$ cat src/verilog/aon_regs_pkg.sv
// Behaviour
// Wake-cause bits 11:8 read which converter sensor pin 0-3 woke the chip.
// Seven wake flags, gpio at bit 6 down to external pins at bit 0.
// Writing 1 clears a wake flag; writing 0 leaves it armed.
// Any external wake pin event sets the external wake flag.
// 36-bit free-running counter read as low word and four high bits.
// Ready flags for supplies and crystals at bits 13:8 and bit 3.
// Status bit 0 reads the primary external wake pin level.
// Supply-drop bits 14 and 13 report brownout and blackout events.
// Brownout threshold, bits 7:4, read-write, resets to 0111.
// Blackout threshold, bits 3:0, read-write, resets to 0101.
// Hysteresis selects at bits 12 and 11: 0 is 100 mV, 1 is 150 mV.
// Tap field 4:0 picks counter bit 35..14 clocking the watchdog count.
// Watchdog count readable at bits 6:5.
// Converter resolution at bits 15:14, codes 3..0 give 12,10,6,4 bits.
// Channel select at bits 3:2 picks input 0 to 3, resets to 0.
// Channel 0 condition bits 13:12: over, under, difference, 3 reserved.
// Channel 1 condition bits 29:28 with the same encoding.
// Thresholds 12-bit read-write at 11:0 and 27:16, reset zero.
// Power switch bit 4 powers the one-time memory, resets to 1.
// Power switch bit 3 flags one-time memory supply stable, resets to 1.
// Power switch bit 5 turns the retention supply on, resets to 0.
// Power switch bit 2 enables the PLL supply, resets to 0.
// Power switch register sits just below the reserved slot before wake cause.
// Reads have no side effects; only 1-writes change wake flags.
package aon_regs_pkg;

  // ********************************************************
  // Register map
  // ********************************************************
  localparam logic [31:0] ADDR_PWR_SW = 32'h5009_1020;
  localparam logic [31:0] ADDR_WAKE = 32'h5009_1028;
  localparam logic [31:0] ADDR_CNT_LO = 32'h5009_1038;
  localparam logic [31:0] ADDR_CNT_HI = 32'h5009_103c;
  localparam logic [31:0] ADDR_READY = 32'h5009_1040;
  localparam logic [31:0] ADDR_TUNE = 32'h5009_1044;
  localparam logic [31:0] ADDR_DROP = 32'h5009_104c;
  localparam logic [31:0] ADDR_WDOG = 32'h5009_105c;
  localparam logic [31:0] ADDR_CONV = 32'h5009_1060;
  localparam logic [31:0] ADDR_THR = 32'h5009_1064;

  // ********************************************************
  // Reset values and writable masks
  // ********************************************************
  localparam logic [9:0] PWR_SW_RST = 10'h0d8;
  localparam logic [9:0] PWR_SW_MASK = 10'h3fd;
  localparam logic [29:0] TUNE_RST = 30'h0b03_1710;
  localparam logic [29:0] TUNE_MASK = 30'h3f3f_fff3;
  localparam logic [12:0] DROP_RST = 13'h0075;
  localparam logic [4:0] WDOG_TAP_RST = 5'h00;
  localparam logic [15:0] CONV_RST = 16'h0001;
  localparam logic [29:0] THR_RST = 30'h0000_0000;

  // ********************************************************
  // Field positions
  // ********************************************************
  localparam int WAKE_SENSOR_LSB = 8;
  localparam int WAKE_FLAGS_W = 7;
  localparam int READY_HI_LSB = 8;
  localparam int READY_SLOW_XTAL_BIT = 3;
  localparam int READY_PIN_BIT = 0;
  localparam int DROP_BLACK_BIT = 13;
  localparam int WDOG_CNT_LSB = 5;
  localparam int WDOG_TAP_BASE = 14;
  localparam int WDOG_TAP_SPAN = 22;
  localparam int RTC_W = 36;

  localparam logic [1:0] RESP_OKAY = 2'b00;
  localparam logic [1:0] RESP_SLVERR = 2'b10;

  // ********************************************************
  // Carriers
  // ********************************************************
  typedef struct packed {
    logic gpio;
    logic pulse;
    logic sensor;
    logic watchdog;
    logic por;
    logic compare;
    logic ext;
  } wake_evt_s;

  typedef struct packed {
    logic ip1_supply_ready;
    logic dcdc_ready;
    logic flash_supply_ready;
    logic digital_supply_ready;
    logic radio_supply_ready;
    logic fast_crystal_ready;
    logic slow_crystal_ready;
  } ready_s;

  typedef struct packed {
    logic ip1_supply_on;
    logic radio_supply_on;
    logic digital_supply_on;
    logic dcdc_xtal_on;
    logic retention_supply_on;
    logic otp_supply_switch;
    logic otp_supply_stable;
    logic pll_supply_on;
    logic rsvd;
    logic xtal_noise_reduce;
  } pwr_sw_s;

  typedef struct packed {
    logic brown_hysteresis_sel;
    logic black_hysteresis_sel;
    logic rsvd;
    logic brown_enable;
    logic black_enable;
    logic [3:0] brown_threshold;
    logic [3:0] black_threshold;
  } drop_cfg_s;

  typedef struct packed {
    logic [1:0] conv_resolution;
    logic [1:0] ref_trim;
    logic [1:0] comp_sel;
    logic [1:0] comp_trim;
    logic settle_en;
    logic [2:0] trim;
    logic [1:0] conv_channel;
    logic power_on;
    logic conv_reset;
  } conv_ctrl_s;

  typedef struct packed {
    logic [1:0] ch1_cond;
    logic [11:0] ch1_level;
    logic [1:0] rsvd;
    logic [1:0] ch0_cond;
    logic [11:0] ch0_level;
  } thr_s;

endpackage

$ cat src/verilog/aon_power_wake_regs.sv
// Chosen here: register access over AXI4-Lite.
`timescale 1ns/10ps
module aon_power_wake_regs (
  input wire logic clk_sys,
  input wire logic rst_n,
  input wire logic [31:0] s_axi_awaddr,
  input wire logic s_axi_awvalid,
  output logic s_axi_awready,
  input wire logic [31:0] s_axi_wdata,
  input wire logic [3:0] s_axi_wstrb,
  input wire logic s_axi_wvalid,
  output logic s_axi_wready,
  output logic [1:0] s_axi_bresp,
  output logic s_axi_bvalid,
  input wire logic s_axi_bready,
  input wire logic [31:0] s_axi_araddr,
  input wire logic s_axi_arvalid,
  output logic s_axi_arready,
  output logic [31:0] s_axi_rdata,
  output logic [1:0] s_axi_rresp,
  output logic s_axi_rvalid,
  input wire logic s_axi_rready,
  input wire aon_regs_pkg::wake_evt_s wake_evt,
  input wire logic [4:0] ext_wake_pins,
  input wire logic [3:0] sensor_wake_pins,
  input wire logic ext_wake_level,
  input wire aon_regs_pkg::ready_s ready_in,
  input wire logic brown_event,
  input wire logic black_event,
  input wire logic wdog_count_en,
  output aon_regs_pkg::pwr_sw_s pwr_sw,
  output logic [29:0] regulator_tuning,
  output aon_regs_pkg::drop_cfg_s drop_cfg,
  output logic [4:0] wdog_tap,
  output logic [1:0] wdog_count,
  output aon_regs_pkg::conv_ctrl_s conv_ctrl,
  output aon_regs_pkg::thr_s conv_thr,
  output logic [35:0] rtc_count
);

  // ********************************************************
  // Write channel capture
  // ********************************************************
  logic aw_held_r;
  logic [31:0] aw_addr_r;
  logic w_held_r;
  logic [31:0] w_data_r;
  logic [3:0] w_strb_r;
  logic bvalid_r;
  logic [1:0] bresp_r;

  wire aw_take = s_axi_awvalid & ~aw_held_r;
  wire w_take = s_axi_wvalid & ~w_held_r;
  // Response stalls the commit so at most one write is open
  wire do_write = aw_held_r & w_held_r & ~bvalid_r;

  assign s_axi_awready = ~aw_held_r;
  assign s_axi_wready = ~w_held_r;
  assign s_axi_bvalid = bvalid_r;
  assign s_axi_bresp = bresp_r;

  wire [31:0] byte_mask = {{8{w_strb_r[3]}}, {8{w_strb_r[2]}},
                           {8{w_strb_r[1]}}, {8{w_strb_r[0]}}};
  wire [31:0] wr_bits = w_data_r & byte_mask;

  // Power switch decode
  wire wr_pwr = do_write & (aw_addr_r == aon_regs_pkg::ADDR_PWR_SW);
  wire wr_wake = do_write & (aw_addr_r == aon_regs_pkg::ADDR_WAKE);
  wire wr_tune = do_write & (aw_addr_r == aon_regs_pkg::ADDR_TUNE);
  wire wr_drop = do_write & (aw_addr_r == aon_regs_pkg::ADDR_DROP);
  wire wr_wdog = do_write & (aw_addr_r == aon_regs_pkg::ADDR_WDOG);
  wire wr_conv = do_write & (aw_addr_r == aon_regs_pkg::ADDR_CONV);
  wire wr_thr = do_write & (aw_addr_r == aon_regs_pkg::ADDR_THR);
  wire wr_ro = (aw_addr_r == aon_regs_pkg::ADDR_CNT_LO) |
               (aw_addr_r == aon_regs_pkg::ADDR_CNT_HI) |
               (aw_addr_r == aon_regs_pkg::ADDR_READY);
  wire wr_hit = (aw_addr_r == aon_regs_pkg::ADDR_PWR_SW) |
                (aw_addr_r == aon_regs_pkg::ADDR_WAKE) |
                (aw_addr_r == aon_regs_pkg::ADDR_TUNE) |
                (aw_addr_r == aon_regs_pkg::ADDR_DROP) |
                (aw_addr_r == aon_regs_pkg::ADDR_WDOG) |
                (aw_addr_r == aon_regs_pkg::ADDR_CONV) |
                (aw_addr_r == aon_regs_pkg::ADDR_THR) | wr_ro;

  always_ff @(posedge clk_sys or negedge rst_n) begin
    if (!rst_n) begin
      aw_held_r <= 1'b0;
      aw_addr_r <= 32'h0000_0000;
    end else if (aw_take) begin
      aw_held_r <= 1'b1;
      aw_addr_r <= s_axi_awaddr;
    end else if (do_write) begin
      aw_held_r <= 1'b0;
    end
  end

  always_ff @(posedge clk_sys or negedge rst_n) begin
    if (!rst_n) begin
      w_held_r <= 1'b0;
      w_data_r <= 32'h0000_0000;
      w_strb_r <= 4'h0;
    end else if (w_take) begin
      w_held_r <= 1'b1;
      w_data_r <= s_axi_wdata;
      w_strb_r <= s_axi_wstrb;
    end else if (do_write) begin
      w_held_r <= 1'b0;
    end
  end

  // Read-only registers accept writes silently; only holes answer with an error
  always_ff @(posedge clk_sys or negedge rst_n) begin
    if (!rst_n) begin
      bvalid_r <= 1'b0;
      bresp_r <= aon_regs_pkg::RESP_OKAY;
    end else if (do_write) begin
      bvalid_r <= 1'b1;
      bresp_r <= wr_hit ? aon_regs_pkg::RESP_OKAY : aon_regs_pkg::RESP_SLVERR;
    end else if (s_axi_bready) begin
      bvalid_r <= 1'b0;
    end
  end

  // ********************************************************
  // Control registers
  // ********************************************************
  logic [9:0] pwr_sw_r;
  logic [29:0] tune_r;
  logic [12:0] drop_r;
  logic [4:0] tap_r;
  logic [15:0] conv_r;
  logic [29:0] thr_r;

  // Switches keep reserved bit 1 at zero
  wire [9:0] pwr_sw_nxt = (pwr_sw_r & ~(byte_mask[9:0] & aon_regs_pkg::PWR_SW_MASK)) |
                          (wr_bits[9:0] & aon_regs_pkg::PWR_SW_MASK);
  wire [29:0] tune_nxt = (tune_r & ~(byte_mask[29:0] & aon_regs_pkg::TUNE_MASK)) |
                         (wr_bits[29:0] & aon_regs_pkg::TUNE_MASK);
  // Detector settings
  wire [12:0] drop_nxt = (drop_r & ~byte_mask[12:0]) | wr_bits[12:0];
  // Tap select
  wire [4:0] tap_nxt = (tap_r & ~byte_mask[4:0]) | wr_bits[4:0];
  // Converter control
  wire [15:0] conv_nxt = (conv_r & ~byte_mask[15:0]) | wr_bits[15:0];
  // Thresholds and conditions
  wire [29:0] thr_nxt = (thr_r & ~byte_mask[29:0]) | wr_bits[29:0];

  always_ff @(posedge clk_sys or negedge rst_n) begin
    if (!rst_n) begin
      pwr_sw_r <= aon_regs_pkg::PWR_SW_RST;
      tune_r <= aon_regs_pkg::TUNE_RST;
      drop_r <= aon_regs_pkg::DROP_RST;
      tap_r <= aon_regs_pkg::WDOG_TAP_RST;
      conv_r <= aon_regs_pkg::CONV_RST;
      thr_r <= aon_regs_pkg::THR_RST;
    end else begin
      if (wr_pwr) pwr_sw_r <= pwr_sw_nxt;
      if (wr_tune) tune_r <= tune_nxt;
      if (wr_drop) drop_r <= drop_nxt;
      if (wr_wdog) tap_r <= tap_nxt;
      if (wr_conv) conv_r <= conv_nxt;
      if (wr_thr) thr_r <= thr_nxt;
    end
  end

  assign pwr_sw = pwr_sw_r;
  assign regulator_tuning = tune_r;
  assign drop_cfg = drop_r;
  assign wdog_tap = tap_r;
  assign conv_ctrl = conv_r;
  assign conv_thr = thr_r;

  // ********************************************************
  // Wake cause flags
  // ********************************************************
  logic [6:0] wake_r;

  // Any dedicated pin wakes through the same flag
  wire [6:0] wake_set = {wake_evt.gpio, wake_evt.pulse, wake_evt.sensor,
                         wake_evt.watchdog, wake_evt.por, wake_evt.compare,
                         wake_evt.ext | (|ext_wake_pins)};
  // Only ones written clear
  wire [6:0] wake_clr = wr_wake ? wr_bits[6:0] : 7'h00;
  // Event in the clearing cycle survives
  wire [6:0] wake_nxt = (wake_r & ~wake_clr) | wake_set;

  always_ff @(posedge clk_sys or negedge rst_n) begin
    if (!rst_n) begin
      wake_r <= 7'h00;
    end else begin
      wake_r <= wake_nxt;
    end
  end

  // ********************************************************
  // Free-running counter and watchdog tap
  // ********************************************************
  logic [aon_regs_pkg::RTC_W-1:0] rtc_r;
  logic tap_prev_r;
  logic [1:0] wdog_cnt_r;

  // Counter runs from reset without software
  wire [aon_regs_pkg::RTC_W-1:0] rtc_nxt = rtc_r + 36'h0_0000_0001;
  wire [aon_regs_pkg::WDOG_TAP_SPAN-1:0] tap_bits =
    rtc_r[aon_regs_pkg::RTC_W-1:aon_regs_pkg::WDOG_TAP_BASE];
  // Codes beyond the top counter bit select nothing and freeze the count
  wire tap_valid = (tap_r < 5'(aon_regs_pkg::WDOG_TAP_SPAN));
  wire tap_level = tap_valid & tap_bits[tap_r];
  // Rising edge of the selected bit clocks the count
  wire tap_tick = tap_level & ~tap_prev_r & wdog_count_en;

  always_ff @(posedge clk_sys or negedge rst_n) begin
    if (!rst_n) begin
      rtc_r <= 36'h0_0000_0000;
      tap_prev_r <= 1'b0;
      wdog_cnt_r <= 2'b00;
    end else begin
      rtc_r <= rtc_nxt;
      tap_prev_r <= tap_level;
      if (tap_tick) wdog_cnt_r <= wdog_cnt_r + 2'b01;
    end
  end

  assign rtc_count = rtc_r;
  assign wdog_count = wdog_cnt_r;

  // ********************************************************
  // Read path
  // ********************************************************
  logic rvalid_r;
  logic [31:0] rdata_r;
  logic [1:0] rresp_r;

  wire ar_take = s_axi_arvalid & ~rvalid_r;
  assign s_axi_arready = ~rvalid_r;
  assign s_axi_rvalid = rvalid_r;
  assign s_axi_rdata = rdata_r;
  assign s_axi_rresp = rresp_r;

  wire rd_pwr = (s_axi_araddr == aon_regs_pkg::ADDR_PWR_SW);
  wire rd_wake = (s_axi_araddr == aon_regs_pkg::ADDR_WAKE);
  wire rd_lo = (s_axi_araddr == aon_regs_pkg::ADDR_CNT_LO);
  wire rd_hi = (s_axi_araddr == aon_regs_pkg::ADDR_CNT_HI);
  wire rd_rdy = (s_axi_araddr == aon_regs_pkg::ADDR_READY);
  wire rd_tune = (s_axi_araddr == aon_regs_pkg::ADDR_TUNE);
  wire rd_drop = (s_axi_araddr == aon_regs_pkg::ADDR_DROP);
  wire rd_wdog = (s_axi_araddr == aon_regs_pkg::ADDR_WDOG);
  wire rd_conv = (s_axi_araddr == aon_regs_pkg::ADDR_CONV);
  wire rd_thr = (s_axi_araddr == aon_regs_pkg::ADDR_THR);
  wire rd_hit = rd_pwr | rd_wake | rd_lo | rd_hi | rd_rdy | rd_tune |
                rd_drop | rd_wdog | rd_conv | rd_thr;

  // Sensor pins and sticky flags
  wire [31:0] wake_word = {20'h0_0000, sensor_wake_pins, 1'b0, wake_r};
  // Ready flags and wake pin level
  wire [31:0] ready_word = {18'h0_0000, ready_in.ip1_supply_ready, ready_in.dcdc_ready,
                            ready_in.flash_supply_ready, ready_in.digital_supply_ready,
                            ready_in.radio_supply_ready, ready_in.fast_crystal_ready,
                            4'h0, ready_in.slow_crystal_ready, 2'b00, ext_wake_level};
  // Detector events
  wire [31:0] drop_word = {17'h0_0000, brown_event, black_event, drop_r};
  // Watchdog count beside the tap
  wire [31:0] wdog_word = {25'h000_0000, wdog_cnt_r, tap_r};
  // Counter halves
  wire [31:0] lo_word = rtc_r[31:0];
  wire [31:0] hi_word = {28'h000_0000, rtc_r[aon_regs_pkg::RTC_W-1:32]};

  wire [31:0] rd_word =
    rd_pwr ? {22'h00_0000, pwr_sw_r} :
    rd_wake ? wake_word :
    rd_lo ? lo_word :
    rd_hi ? hi_word :
    rd_rdy ? ready_word :
    rd_tune ? {2'b00, tune_r} :
    rd_drop ? drop_word :
    rd_wdog ? wdog_word :
    rd_conv ? {16'h0000, conv_r} :
    rd_thr ? {2'b00, thr_r} : 32'h0000_0000;

  // Reads only sample, nothing is cleared
  always_ff @(posedge clk_sys or negedge rst_n) begin
    if (!rst_n) begin
      rvalid_r <= 1'b0;
      rdata_r <= 32'h0000_0000;
      rresp_r <= aon_regs_pkg::RESP_OKAY;
    end else if (ar_take) begin
      rvalid_r <= 1'b1;
      rdata_r <= rd_word;
      rresp_r <= rd_hit ? aon_regs_pkg::RESP_OKAY : aon_regs_pkg::RESP_SLVERR;
    end else if (s_axi_rready) begin
      rvalid_r <= 1'b0;
    end
  end

endmodule

$ cat config.mk
export PLATFORM = sky130hd
export DESIGN_NAME = aon_power_wake_regs
export DESIGN_NICKNAME = d
export VERILOG_FILES = /design/src/verilog/aon_regs_pkg.sv /design/src/verilog/aon_power_wake_regs.sv
export SDC_FILE = /design/constraint.sdc
export NUM_CORES = 1
export LEC_CHECK = 0
export BUFFER_PORTS_ARGS = -buffer_cell sky130_fd_sc_hd__buf_2
export CORE_MARGIN = 4
export CORE_UTILIZATION = 48
export DETAILED_ROUTE_END_ITERATION = 8
export GPL_TIMING_DRIVEN = 0
export PLACE_DENSITY = 0.77
export SETUP_SLACK_MARGIN = 0.15
export SLEW_MARGIN = 20
export SYNTH_ARGS = -nofsm -noshare
export SYNTH_HDL_FRONTEND = slang
export SYNTH_SLANG_ARGS = --single-unit
$ cat constraint.sdc
create_clock -name clk_sys -period 2.2 [get_ports clk_sys]
set_clock_uncertainty 0.1 [all_clocks]
set_input_delay 0.22 -clock clk_sys [delete_from_list [all_inputs] [get_ports clk_sys]]
set_output_delay 0.22 -clock clk_sys [all_outputs]
set_load 0.005 [all_outputs]
==> impl_metrics.ini <==
[outcome]
status = finished, violations left
failed_checks = negative setup slack

[critical_path]
critPathKind = flop to flop
r2r-start = aw_addr_r[25]$_DFFE_PN0P_
rrSetupSlack_ns = -0.10
end_kind = flop
slowest_stage = dfrtp_1
start_kind = flop
critical_path.cell_chain = nor4b_2, nand3_2, nor3_4, and4_1, buf_8, nand2_8, mux2_4
r2r_cells = 7
cp_data_arrival_time_ns = 2.63
cp_max_fo = 8
max_stage_delay_ns = 0.40
required_ns = 2.52
cpLargestDelayFamily = simple AND/OR/NAND/NOR gates
critPathBufInv = 1

[clocking]
cts_made_buffers = 26
clk_pin_slew_ns = 0.06
cts_buffer_depth = 3
clock-sinks = 249
tritoncts = built
htree_levels = 1
clockRootBuffer = clkbuf_16
clock_latency_ns = 0.54

[synthesis]
synthAdderAreaFrac_pct = 0.108
synth_cells = 915
ys_types = 71
ys_seq_elements = 249
syn_area_sq_mm = 0.0116
ys_top_cells_by_area = dfrtp_1, mux2_2, dfstp_2, a22oi_1, xnor2_1
avgSynthCellArea_sq_um = 12.6
synth_mux_area_share_pct = 20.0
synth_compound_area_share_pct = 8.56
synth_most_common_cell = dfrtp_1
synthSimpleGateAreaFrac_pct = 12.0
synth_commonest_cells = dfrtp_1, mux2_2, nand2_1
seq_area_frac_synth_pct = 54.2
synth_flop_cell = dfrtp_1
postSynth.asyncResetShare_pct = 100
synth_edf_count = 0
synth_xor_area_share_pct = 2.73
yosysTopAreaCell = dfrtp_1
yosysTopAreaCellShare_pct = 49.6
synth_top_family_by_area = multiplexers
ys_warn_count = 0

[route]
viasPerCell = 5.85
wl_per_cell_um = 23.5
num_vias = 10100
drt_iter0_markers = 657
dr.pass1.iters = 5
ant_nets = 0
drc_errors = 0
drt_wl_total_um = 40600

[global_route]
antenna_found_initial = 3
grt_overflow = 0
grt_use_total_pct = 29.4
grt_start_max_net_pins = 92
grt_pass1_vias = 10300
grt_pass1_wl_um = 60700

[floorplanning]
start_util_pct = 49.1
core_area_sq_mm = 0.0235
rows = 56
fp.dieH_um = 163
io_pins = 317
dieArea_sq_mm = 0.0266
die_w_um = 163

[layout]
layout.nets = 1527
fin_cells = 1730
fin_area_sq_mm = 0.0165
postLayoutCoreUtil_pct = 70.2
area_growth_pct = 43.2
drive_gt1_share_pct = 52.1

[placed_design]
post-place-ws_ns = -0.686
port-buffer-count = 304
dpl.hpwl_um = 27400
dp_cells = 1546
gp_congestion = 0.933
placed_cell_area_sq_mm = 0.0136

[worst_hold_path]
min_to = s_axi_rdata[10]$_DFFE_PN0P_
min_from = sensor_wake_pins[2]
hold_path_class = input port to flop
min_path_cells = 4

[timing]
drv_slew = 0
fin_crit_sh_pct = 105
slew_headroom_pct = 44.0
worst_slew_pin_slew_ns = 0.832
rsz0062_at_grt = true
hold_violations = 0
setup_ws_ns = -0.105
finalCriticalPeriod_ns = 2.30
fmax_mhz = 434
setup_violations = 79

[power_and_ir_drop]
p_per_area_mw_per_mm2 = 800
vdd_drop_max_v = 0.000832
power.leakage_nw = 8.05

[run]
cap_violations = 0
==> cell usage in the layout (no fill, tap or decap), types with 20 or more instances in the layout <==
cell type      instances
a22oi_1               35
dlygate4sd3_1         86
buf_2                312
o21ai_0               30
dfrtp_1              218
xnor2_1               23
buf_4                 45
nand2_1               40
clkbuf_16             27
dfstp_2               20
nor2_1                24
mux2_2               159
mux2_4                20
==> worst max-delay path by stage <==
stage	start	endpoint	slack (ns)	cells after the start
after floorplan	aw_addr_r[25]$_DFFE_PN0P_	flop	0.12	7
after global placement	rst_n	aw_addr_r[9]$_DFFE_PN0P_	-3.60	1
after detailed placement	s_axi_araddr[4]	s_axi_rdata[21]$_DFFE_PN0P_	-0.69	7
after CTS	aw_addr_r[10]$_DFFE_PN0P_	flop	-0.17	8
after global routing	aw_addr_r[14]$_DFFE_PN0P_	flop	-0.18	7
final	aw_addr_r[25]$_DFFE_PN0P_	flop	-0.10	7
==> cell families after synthesis <==
kind of cell | after synthesis
AO/OA/AOI/OAI | 141
XOR/XNOR | 36
adder cells (fa/ha/maj) | 1
buffers and inverters | 62
flip-flops | 249
multiplexers | 201
other | 1
AND/OR/NAND/NOR | 224
==> per-layer routing <==
metal  vias up  global-route usage [%]  part of all wire (%)
met5         -                       0                 0.076
met4         4                    13.4                   4.9
met3       132                    6.13                   8.6
met2       572                    48.5                    49
met1      5071                    37.5                    38
li1       4338                       -                     -
==> timing repair <==
action,in CTS,in global routing
setup endpoints to repair,185,199
gates resized for setup,101,69
pin swaps,25,24
endpoints found under the hold margin,151,0
buffers inserted,30,21
hold buffers,86,0
==> stage by stage <==
stage / hold WS, ns / total power [mW] / TNS (ns)
6_report: 0.0222 / 13.2 / -3.98
4_1_cts: 0.0144 / 13.1 / -9.18
3_5_place_dp: 0.108 / 7.83 / -47.61
5_1_grt: 0.0532 / 13.7 / -10.90
2_1_floorplan: -0.176 / 7.01 / 0
3_3_place_gp: 0.302 / 7.69 / -904.35
==> report_power, final <==
group          internal (mW)  leakage (nW)  switching [mW]
logic                   1.11          4.41           0.966
registers               5.29          3.16           0.813
clock network           3.18         0.481            1.88
==> final cells by class <==
| class | instances | area [sq um] |
|---|---|---|
| fill | 1656 | 7000 |
| sequential | 249 | 6270 |
| multi-input combinational | 610 | 5590 |
| timing repair buffer | 443 | 2940 |
| clock buffer | 32 | 734 |
| tap | 319 | 399 |
| buffer | 49 | 312 |
| clock inverter | 14 | 250 |
| inverter | 13 | 48.8 |
| antenna | 1 | 2.50 |
==> worst min-delay path, cell delays in order <==
cell	delay (ns)
buf_2	0.11
a21oi_1	0.06
a21oi_1	0.15
a21o_1	0.09
Note: power is estimated with default switching activity, not from simulation.
